==> src/design/force_pkg.sv <==
// Constants and types for the input force override block
package force_pkg;
  localparam int NUM_INPUTS_DEF = 32;
  localparam int NUM_OUTPUTS_DEF = 16;
  localparam int MAX_FORCED_DEF = 10;
  localparam int CLK_HZ = 100_000_000;
  // Power-on availability window
  localparam longint AVAIL_WINDOW_HOURS = 18;
  localparam longint AVAIL_WINDOW_CYCLES = AVAIL_WINDOW_HOURS * 3600 * CLK_HZ;
  // Error timeout
  localparam longint ERR_TIMEOUT_SEC = 3;
  localparam longint ERR_TIMEOUT_CYCLES = ERR_TIMEOUT_SEC * CLK_HZ;
  // Duration units: user duration counted in seconds
  localparam int SEC_CYCLES = CLK_HZ;
  // Indicator flash rate
  localparam int FLASH_HZ = 1;
  localparam int FLASH_HALF_CYCLES = CLK_HZ / (2 * FLASH_HZ);
  localparam int DUR_W = 16;
  // Register offsets
  localparam logic [7:0] REG_CTRL = 8'h00;
  localparam logic [7:0] REG_STATUS = 8'h04;
  localparam logic [7:0] REG_DURATION = 8'h08;
  localparam logic [7:0] REG_REMAIN = 8'h0c;
  localparam logic [7:0] REG_CMD = 8'h10;
  localparam logic [7:0] REG_FORCE_EN = 8'h14;
  localparam logic [7:0] REG_FORCE_VAL = 8'h18;
  localparam logic [7:0] REG_PHYS = 8'h1c;
  localparam logic [7:0] REG_DIFF = 8'h20;
  localparam logic [7:0] REG_TARGET = 8'h24;
  localparam logic [7:0] REG_KIND = 8'h28;
  // CTRL bits
  localparam int CTRL_START = 0;
  localparam int CTRL_STOP = 1;
  localparam int CTRL_FORCE_ON = 2;
  localparam int CTRL_FORCE_OFF = 3;
  localparam int CTRL_CLR_VERIFIED = 4;
  localparam int CTRL_SET_VERIFIED = 5;
  localparam int CTRL_HOST_ALIVE = 6;
  localparam int CTRL_HOST_ERROR = 7;
  localparam int CTRL_LOGOUT = 8;
  localparam int CTRL_CFG_XFER = 9;
  // CMD codes (bits 1:0), selected inputs in TARGET
  localparam logic [1:0] CMD_FORCE_HIGH = 2'h0;
  localparam logic [1:0] CMD_FORCE_LOW = 2'h1;
  localparam logic [1:0] CMD_TOGGLE = 2'h2;
  localparam logic [1:0] CMD_RELEASE = 2'h3;
  // STATUS bits
  localparam int ST_RUN = 0;
  localparam int ST_FORCE = 1;
  localparam int ST_VERIFIED = 2;
  localparam int ST_WINDOW = 3;
  localparam int ST_REJECT = 4;
  localparam int ST_FIRST = 5;
  localparam int ST_COUNT_LO = 8;
  typedef enum logic [1:0] {
    ST_STOP = 2'b00,
    ST_RUNNING = 2'b01,
    ST_FORCING = 2'b10
  } dev_state_t;
endpackage

==> src/design/input_force_override.sv <==
// Input force override for a safety controller's logic inputs
// Behaviour
// - Forced value replaces physical input for logic
// - Only logic inputs forceable, never safe outputs
// - Activation only within power-on window
// - Activation refused while configuration verified
// - Accepted request moves stop to forced run
// - Duration timeout ends force; remaining time readable
// - Error ends force after fixed timeout
// - Force end drives outputs low, stops
// - Logout, config transfer, stop refused while forcing
// - At most ten inputs forced at once
// - One forced value seen everywhere in logic
// - Fast shut-off uses physical inputs
// - Gateway image carries physical values only
// - Release resumes physical value
// - Toggle inverts forced value of selection
// - Report forced-differs and physical value
// - Stop-to-run pulses first-cycle, resets timers
//
// The placing of the registers and the plain strobed port are this design's own decisions.
module input_force_override
  import force_pkg::*;
#(
  parameter int NUM_INPUTS = NUM_INPUTS_DEF,
  parameter int NUM_OUTPUTS = NUM_OUTPUTS_DEF,
  parameter int MAX_FORCED = MAX_FORCED_DEF,
  parameter longint AVAIL_CYCLES = AVAIL_WINDOW_CYCLES,
  parameter longint ERR_CYCLES = ERR_TIMEOUT_CYCLES,
  parameter int SEC_DIV = SEC_CYCLES,
  parameter int FLASH_DIV = FLASH_HALF_CYCLES
) (
  input wire logic I_CLK,
  input wire logic I_RESET,
  input wire logic [NUM_INPUTS-1:0] I_PHYS_IN,
  input wire logic [NUM_INPUTS-1:0] I_IN_IS_LOGIC,
  input wire logic [NUM_OUTPUTS-1:0] I_LOGIC_OUT,
  input wire logic I_LOGIC_CYCLE,
  input wire logic [7:0] I_ADDR,
  input wire logic [31:0] I_WDATA,
  input wire logic I_WR,
  input wire logic I_RD,
  output logic [31:0] O_RDATA,
  output logic [NUM_INPUTS-1:0] O_LOGIC_IN,
  output logic [NUM_INPUTS-1:0] O_FAST_IN,
  output logic [NUM_INPUTS-1:0] O_GATEWAY_IN,
  output logic [NUM_OUTPUTS-1:0] O_GATEWAY_OUT,
  output logic [NUM_OUTPUTS-1:0] O_OUT,
  output logic O_RUN,
  output logic O_OVERRIDE_RUN_STATE,
  output logic O_FIRST_CYCLE,
  output logic O_LOGIC_RESET,
  output logic O_CONFIG_VERIFIED_INDICATOR
);
  localparam int IDX_W = $clog2(NUM_INPUTS);
  localparam int CNT_W = $clog2(MAX_FORCED + 1);

  // ****************************************
  // Pin synchronisers
  // ****************************************
  logic [NUM_INPUTS-1:0] phys_s1;
  logic [NUM_INPUTS-1:0] phys;
  always_ff @(posedge I_CLK or posedge I_RESET) begin
    if (I_RESET) begin
      phys_s1 <= '0;
      phys <= '0;
    end else begin
      phys_s1 <= I_PHYS_IN;
      phys <= phys_s1;
    end
  end

  // ****************************************
  // Device state and control
  // ****************************************
  dev_state_t state;
  logic verified, window_open, reject, err_pending, first_pending;
  logic forcing, end_force, wr_ctrl, wr_cmd, force_req, dur_expired, err_expired;
  logic [63:0] window_cnt, err_cnt;
  logic [DUR_W-1:0] remain, duration;
  logic [31:0] sec_cnt;
  logic [NUM_INPUTS-1:0] force_en, force_val, target;
  logic [CNT_W-1:0] force_count;

  assign forcing = (state == ST_FORCING);
  assign wr_ctrl = I_WR && (I_ADDR == REG_CTRL);
  assign wr_cmd = I_WR && (I_ADDR == REG_CMD);
  assign force_req = wr_ctrl && I_WDATA[CTRL_FORCE_ON];
  assign dur_expired = forcing && (remain == '0);
  assign err_expired = forcing && err_pending && (err_cnt >= ERR_CYCLES - 1);
  // Manual end, duration expiry or error expiry all funnel here
  assign end_force = forcing &&
    ((wr_ctrl && I_WDATA[CTRL_FORCE_OFF]) || dur_expired || err_expired);

  // Window counter stops once closed; only a power cycle (reset) reopens it
  always_ff @(posedge I_CLK or posedge I_RESET) begin
    if (I_RESET) begin
      window_cnt <= '0;
      window_open <= 1'b1;
    end else if (window_open) begin
      if (window_cnt >= AVAIL_CYCLES - 1) begin
        window_open <= 1'b0;
      end else begin
        window_cnt <= window_cnt + 64'h1;
      end
    end
  end

  always_ff @(posedge I_CLK or posedge I_RESET) begin
    if (I_RESET) begin
      verified <= 1'b0;
    end else if (wr_ctrl && I_WDATA[CTRL_CLR_VERIFIED]) begin
      verified <= 1'b0;
    end else if (wr_ctrl && I_WDATA[CTRL_SET_VERIFIED] && !forcing) begin
      verified <= 1'b1;
    end
  end

  always_ff @(posedge I_CLK or posedge I_RESET) begin
    if (I_RESET) begin
      state <= ST_STOP;
    end else begin
      unique case (state)
        ST_STOP: begin
          if (force_req && window_open && !verified) begin
            state <= ST_FORCING;
          end else if (wr_ctrl && I_WDATA[CTRL_START]) begin
            state <= ST_RUNNING;
          end
        end
        ST_RUNNING: begin
          if (wr_ctrl && I_WDATA[CTRL_STOP]) begin
            state <= ST_STOP;
          end
        end
        ST_FORCING: begin
          if (end_force) begin
            state <= ST_STOP;
          end
        end
      endcase
    end
  end

  // Sticky refusal flag; cleared by writing CTRL with no request bits
  always_ff @(posedge I_CLK or posedge I_RESET) begin
    if (I_RESET) begin
      reject <= 1'b0;
    end else if (force_req && (state != ST_STOP || !window_open || verified)) begin
      reject <= 1'b1;
    end else if (forcing && wr_ctrl && (I_WDATA[CTRL_STOP] || I_WDATA[CTRL_LOGOUT] ||
                 I_WDATA[CTRL_CFG_XFER])) begin
      reject <= 1'b1;
    end else if (wr_cmd && !forcing) begin
      reject <= 1'b1;
    end else if (wr_ctrl && I_WDATA[9:0] == 10'h000) begin
      reject <= 1'b0;
    end
  end

  // ****************************************
  // Duration and error timers
  // ****************************************
  always_ff @(posedge I_CLK or posedge I_RESET) begin
    if (I_RESET) begin
      duration <= '0;
    end else if (I_WR && I_ADDR == REG_DURATION && !forcing) begin
      duration <= I_WDATA[DUR_W-1:0];
    end
  end

  // A CMD write restarts the countdown from the chosen duration
  always_ff @(posedge I_CLK or posedge I_RESET) begin
    if (I_RESET) begin
      remain <= '0;
      sec_cnt <= '0;
    end else if (!forcing || wr_cmd) begin
      remain <= (state == ST_STOP && force_req) ? duration : (forcing ? duration : '0);
      sec_cnt <= '0;
    end else if (sec_cnt >= SEC_DIV - 1) begin
      sec_cnt <= '0;
      if (remain != '0) begin
        remain <= remain - 1'b1;
      end
    end else begin
      sec_cnt <= sec_cnt + 32'h1;
    end
  end

  // Error latches on loss of host; a later alive write cancels it
  always_ff @(posedge I_CLK or posedge I_RESET) begin
    if (I_RESET) begin
      err_pending <= 1'b0;
      err_cnt <= '0;
    end else if (!forcing) begin
      err_pending <= 1'b0;
      err_cnt <= '0;
    end else if (wr_ctrl && I_WDATA[CTRL_HOST_ERROR]) begin
      err_pending <= 1'b1;
    end else if (wr_ctrl && I_WDATA[CTRL_HOST_ALIVE]) begin
      err_pending <= 1'b0;
      err_cnt <= '0;
    end else if (err_pending) begin
      err_cnt <= err_cnt + 64'h1;
    end
  end

  // ****************************************
  // Force slots
  // ****************************************
  always_comb begin
    force_count = '0;
    for (int i = 0; i < NUM_INPUTS; i++) begin
      force_count = force_count + CNT_W'(force_en[i]);
    end
  end

  always_ff @(posedge I_CLK or posedge I_RESET) begin
    if (I_RESET) begin
      target <= '0;
    end else if (I_WR && I_ADDR == REG_TARGET) begin
      target <= I_WDATA[NUM_INPUTS-1:0];
    end
  end

  // Slots fill in index order; requests past the limit are dropped
  always_ff @(posedge I_CLK or posedge I_RESET) begin
    if (I_RESET) begin
      force_en <= '0;
      force_val <= '0;
    end else if (!forcing || end_force) begin
      force_en <= '0;
      force_val <= '0;
    end else if (wr_cmd) begin
      automatic int unsigned cnt = force_count;
      for (int i = 0; i < NUM_INPUTS; i++) begin
        if (target[i] && I_IN_IS_LOGIC[i]) begin
          unique case (I_WDATA[1:0])
            CMD_FORCE_HIGH, CMD_FORCE_LOW: begin
              if (force_en[i] || cnt < MAX_FORCED) begin
                if (!force_en[i]) begin
                  cnt++;
                end
                force_en[i] <= 1'b1;
                force_val[i] <= (I_WDATA[1:0] == CMD_FORCE_HIGH);
              end
            end
            CMD_TOGGLE: begin
              if (force_en[i]) begin
                force_val[i] <= ~force_val[i];
              end
            end
            CMD_RELEASE: begin
              force_en[i] <= 1'b0;
            end
          endcase
        end
      end
    end
  end

  // ****************************************
  // Outputs to logic, hardware paths, gateway
  // ****************************************
  always_ff @(posedge I_CLK or posedge I_RESET) begin
    if (I_RESET) begin
      O_LOGIC_IN <= '0;
      O_FAST_IN <= '0;
      O_GATEWAY_IN <= '0;
      O_GATEWAY_OUT <= '0;
      O_OUT <= '0;
    end else begin
      // One merged vector feeds every page of the logic
      O_LOGIC_IN <= (phys & ~force_en) | (force_val & force_en);
      O_FAST_IN <= phys;
      O_GATEWAY_IN <= phys;
      O_GATEWAY_OUT <= O_OUT;
      O_OUT <= (state == ST_STOP || end_force) ? '0 : I_LOGIC_OUT;
    end
  end

  // First-cycle status held until one logic execution period completes
  always_ff @(posedge I_CLK or posedge I_RESET) begin
    if (I_RESET) begin
      first_pending <= 1'b0;
      O_FIRST_CYCLE <= 1'b0;
      O_LOGIC_RESET <= 1'b0;
    end else begin
      O_LOGIC_RESET <= 1'b0;
      if (state == ST_STOP && (force_req && window_open && !verified ||
          wr_ctrl && I_WDATA[CTRL_START])) begin
        first_pending <= 1'b1;
        O_FIRST_CYCLE <= 1'b1;
        O_LOGIC_RESET <= 1'b1;
      end else if (first_pending && I_LOGIC_CYCLE) begin
        first_pending <= 1'b0;
        O_FIRST_CYCLE <= 1'b0;
      end else if (state == ST_STOP) begin
        first_pending <= 1'b0;
        O_FIRST_CYCLE <= 1'b0;
      end
    end
  end

  // ****************************************
  // Status and indicator
  // ****************************************
  logic [31:0] flash_cnt;
  logic flash;
  always_ff @(posedge I_CLK or posedge I_RESET) begin
    if (I_RESET) begin
      flash_cnt <= '0;
      flash <= 1'b0;
    end else if (flash_cnt >= FLASH_DIV - 1) begin
      flash_cnt <= '0;
      flash <= ~flash;
    end else begin
      flash_cnt <= flash_cnt + 32'h1;
    end
  end

  always_ff @(posedge I_CLK or posedge I_RESET) begin
    if (I_RESET) begin
      O_RUN <= 1'b0;
      O_OVERRIDE_RUN_STATE <= 1'b0;
      O_CONFIG_VERIFIED_INDICATOR <= 1'b0;
    end else begin
      O_RUN <= (state != ST_STOP) && !end_force;
      O_OVERRIDE_RUN_STATE <= forcing && !end_force;
      O_CONFIG_VERIFIED_INDICATOR <= verified | flash;
    end
  end

  // ****************************************
  // Register read port
  // ****************************************
  always_ff @(posedge I_CLK or posedge I_RESET) begin
    if (I_RESET) begin
      O_RDATA <= '0;
    end else if (I_RD) begin
      unique case (I_ADDR)
        REG_STATUS: begin
          O_RDATA <= '0;
          O_RDATA[ST_RUN] <= state != ST_STOP;
          O_RDATA[ST_FORCE] <= forcing;
          O_RDATA[ST_VERIFIED] <= verified;
          O_RDATA[ST_WINDOW] <= window_open;
          O_RDATA[ST_REJECT] <= reject;
          O_RDATA[ST_FIRST] <= O_FIRST_CYCLE;
          O_RDATA[ST_COUNT_LO +: CNT_W] <= force_count;
        end
        REG_DURATION: O_RDATA <= 32'(duration);
        REG_REMAIN: O_RDATA <= 32'(remain);
        REG_FORCE_EN: O_RDATA <= 32'(force_en);
        REG_FORCE_VAL: O_RDATA <= 32'(force_val);
        REG_PHYS: O_RDATA <= 32'(phys);
        REG_DIFF: O_RDATA <= 32'(force_en & (force_val ^ phys));
        REG_TARGET: O_RDATA <= 32'(target);
        REG_KIND: O_RDATA <= 32'(I_IN_IS_LOGIC);
        default: O_RDATA <= '0;
      endcase
    end else begin
      O_RDATA <= '0;
    end
  end
endmodule

==> config.mk <==
export PLATFORM = sky130hd
export DESIGN_NAME = input_force_override
export DESIGN_NICKNAME = d
export VERILOG_FILES = /design/src/design/force_pkg.sv /design/src/design/input_force_override.sv
export SDC_FILE = /design/constraint.sdc
export NUM_CORES = 2
export LEC_CHECK = 0
export ABC_AREA = 1
export BUFFER_PORTS_ARGS = -buffer_cell sky130_fd_sc_hd__clkbuf_2
export CAP_MARGIN = 10
export CELL_PAD_IN_SITES_DETAIL_PLACEMENT = 0
export CELL_PAD_IN_SITES_GLOBAL_PLACEMENT = 1
export CORE_ASPECT_RATIO = 1.2
export CORE_MARGIN = 5
export CORE_UTILIZATION = 41
export DETAILED_ROUTE_END_ITERATION = 10
export PLACE_DENSITY = 0.83
export SLEW_MARGIN = 10
export SYNTH_ARGS = -nofsm -noshare
export SYNTH_HDL_FRONTEND = slang
export SYNTH_SLANG_ARGS = --single-unit
==> constraint.sdc <==
create_clock -name I_CLK -period 19.88 [get_ports I_CLK]
set_input_delay 1.988 -clock I_CLK [delete_from_list [all_inputs] [get_ports I_CLK]]
set_output_delay 1.988 -clock I_CLK [all_outputs]
set_load 0.02 [all_outputs]
==> out/metrics.cfg <==
[outcome]
violations = setup timing
status = complete, but fails checks

[timing]
period_minus_slack_ps = 21760
slew_viol_final = 0
timing.fmax_ghz = 0.0460
setup_viol = 12
setup_slack_ps = -1880
fin_skew_ps = 20.3
slew_headroom = 0.229
rsz0062_at_grt = true
finalCritPeriodShare = 1.09
worst_hold_slack_ps = 346
worst_pin_slew_ps = 1150
hold_violations = 0

[cts]
cts_root_buf = clkbuf_16
h-tree-depth = 2
clk_latency_ps = 640
clk_pin_slew_ps = 70
clk_path_buf_depth = 3
clock_sink_count = 524
cts_tree = yes
numCtsBuffers = 57

[detailed_routing]
wl_mm = 93.9
num_vias = 27400
drt_iter0_markers = 1725
drc = 0
antenna_left = 0
vias_per_cell = 5.19
first_pass_iters = 6
wl_per_cell_um = 17.8

[placement]
dp_cells = 5091
preCtsSetupSlack_ps = -2040
placed_cell_area_um2 = 34100
detailed_place_hpwl_mm = 66.0
numPortBuffers = 289
gp_congestion = 0.907

[setup_path]
cp_slowest_cell = fa_1
max_stage_delay_ps = 590
timing.rr.start = force_en[19]$_DFFE_PP0P_
start_kind = flip-flop
path_max_fanout = 8
timing.critical_path.mode_cell = nand2_2
timing.rr.end = force_val[31]$_DFFE_PP0P_
ff2ff_setup_slack_ps = -1880
startpoint = force_en[19]$_DFFE_PP0P_
r2r_cells = 171
cp_data_required_time_ps = 20470
critical_path_arrival_ps = 22340
endpoint_kind = flip-flop
crit_type = reg -> reg
crit_path_end = force_val[31]$_DFFE_PP0P_

[power_and_ir_drop]
finalPower_uw = 2820
power_density_nw_per_um2 = 74.5
peakVddDrop_mv = 0.0627
p_leak_uw = 0.0176

[floorplanning]
start_util = 0.412
core_um2 = 72000
die_area_um2 = 77800
dieWidth_um = 255
num_rows = 108
die_h_um = 305
io_pins = 290

[synthesis]
synth_cells = 3722
yosysWarnings = 0
ys.flop_type = dfrtp_1
ys_seq_elements = 524
async_flop_share = 1.00
yosys-top-cells-area = dfrtp_1 44%, nand2_1 10%, inv_1 5.8%, nor2_1 4.5%, nand3_1 4.1%
yosys.cell_types.count = 75
ys_seq_area_frac = 0.442
synth-edff-count = 0
mappedNetlistArea_um2 = 29600
syn_avg_cell_area_um2 = 7.97
synth_top_area_cell = dfrtp_1
synth_top_area_share = 0.441

[layout]
fill_cells = 6773
layout_commonest_cell = nand2_1
stdcell_count = 5288
final_cell_mix = 693 x nand2_1, 522 x dfrtp_1, 410 x inv_1
nNetsFinal = 4493
drive_above_1_share = 0.283
final_cell_area_um2 = 37900
synthToLayoutAreaGrowth_pct = 27.8

[hold_path]
hold_path_class = reg -> reg

[grt]
grt_pass1_wl_mm = 148
antenna_found_initial = 14
grt_overflow = 0
track_usage = 0.234
grt_pass1_vias = 27200
grt_max_degree = 117

[flow_run]
drv_cap = 0

## report_power, final
part	total [uW]	internal, uW	switching (uW)
Combinational	605	256	348
Clock	1090	624	462
Sequential	1130	1110	24.7
## per-layer routing
layer  vias up  GRT usage  wire (um)
met4        10     0.0859       3770
met5         -          0         75
met1     13100      0.302      39100
met3       206     0.0420       6030
li1      13300          -          -
met2       808      0.396      44900
## registers in the layout, summed over array words and instances, names as in the netlist, 2 cells and up
signal	count
force_en	32
O_GATEWAY_OUT	16
state	2
duration	16
phys	32
phys_s1	32
sec_cnt	32
target	32
force_val	32
flash_cnt	32
window_cnt	64
O_LOGIC_IN	32
err_cnt	64
O_RDATA	32
O_GATEWAY_IN	32
O_OUT	16
remain	16
## logic make-up (layout without fill, tap and decap cells)
family                   Yosys count  after routing  synth area share
XOR/XNOR                         106            106            0.0318
flip-flops                       524            524             0.442
adder cells (fa/ha/maj)           68             68            0.0348
AO/OA/AOI/OAI                    566            566             0.118
other                              1             18          0.000126
AND/OR/NAND/NOR                 1811           1811             0.280
multiplexers                       4              4           0.00152
buffers and inverters            642           1256            0.0909
## synth_stat cells, drive strengths merged, types with 4 or more instances
cell type  count
nand2        904
o21bai         5
nand4         67
o31ai         10
xnor2         24
o32ai          4
dfrtp        523
nor3b         17
buf           43
a221oi        30
xor2          82
a21oi        139
o21ai        239
a211oi        10
o211ai        15
o21a           8
nor4          34
clkinv        15
fa            24
nor2         365
o2111ai        4
a31oi         40
nand3b        17
a22o           4
inv          483
clkbuf        97
and3           4
mux2           4
nor3         134
o22ai         24
nand3        263
ha            44
a41oi         18
## per-stage QoR
step / util / setup TNS, ps
after detailed placement: 0.473 / -13630
after CTS: 0.512 / -10090
after floorplan: - / -4390
after global routing: 0.526 / -29280
final: 0.526 / -12590
after global placement: 0.473 / -9490
## layout make-up
type                            count  area (um2)  share of cell area
Antenna cell                        7        17.5            0.000462
Clock inverter                     30         338             0.00891
Multi-Input combinational cell   2566       15400               0.408
Timing Repair Buffer              650        4290               0.113
Inverter                          501        1920              0.0507
Tap cell                          935        1170              0.0309
Clock buffer                       75        1600              0.0423
Sequential cell                   524       13100               0.346
## timing repair
item	in CTS	in global routing
pin swaps	147	191
hold buffers	0	0
gates resized for setup	122	163
setup endpoints to repair	10	16
setup buffers	47	38
## worst min path at each step
stage	from	endpoint	cells after the start
3_5_place_dp	phys_s1[25]$_DFF_PP0_	phys[25]$_DFF_PP0_	0
3_3_place_gp	phys_s1[12]$_DFF_PP0_	phys[12]$_DFF_PP0_	0
6_report	phys_s1[29]$_DFF_PP0_	phys[29]$_DFF_PP0_	0
5_1_grt	phys_s1[5]$_DFF_PP0_	phys[5]$_DFF_PP0_	0
2_1_floorplan	phys_s1[0]$_DFF_PP0_	phys[0]$_DFF_PP0_	0
4_1_cts	phys_s1[29]$_DFF_PP0_	phys[29]$_DFF_PP0_	0
## worst max-delay path: cells and delay by family, from the launching register on
family / cells / cell delay [ps]
AOI/OAI and AO/OA: 17 / 3000
buffers and inverters: 36 / 2880
adders and majority gates: 22 / 6350
DFF: 1 / 400
xor gates and xnor gates: 4 / 640
and+or+nand+nor: 92 / 8320
(Power assumes the default switching activity.)
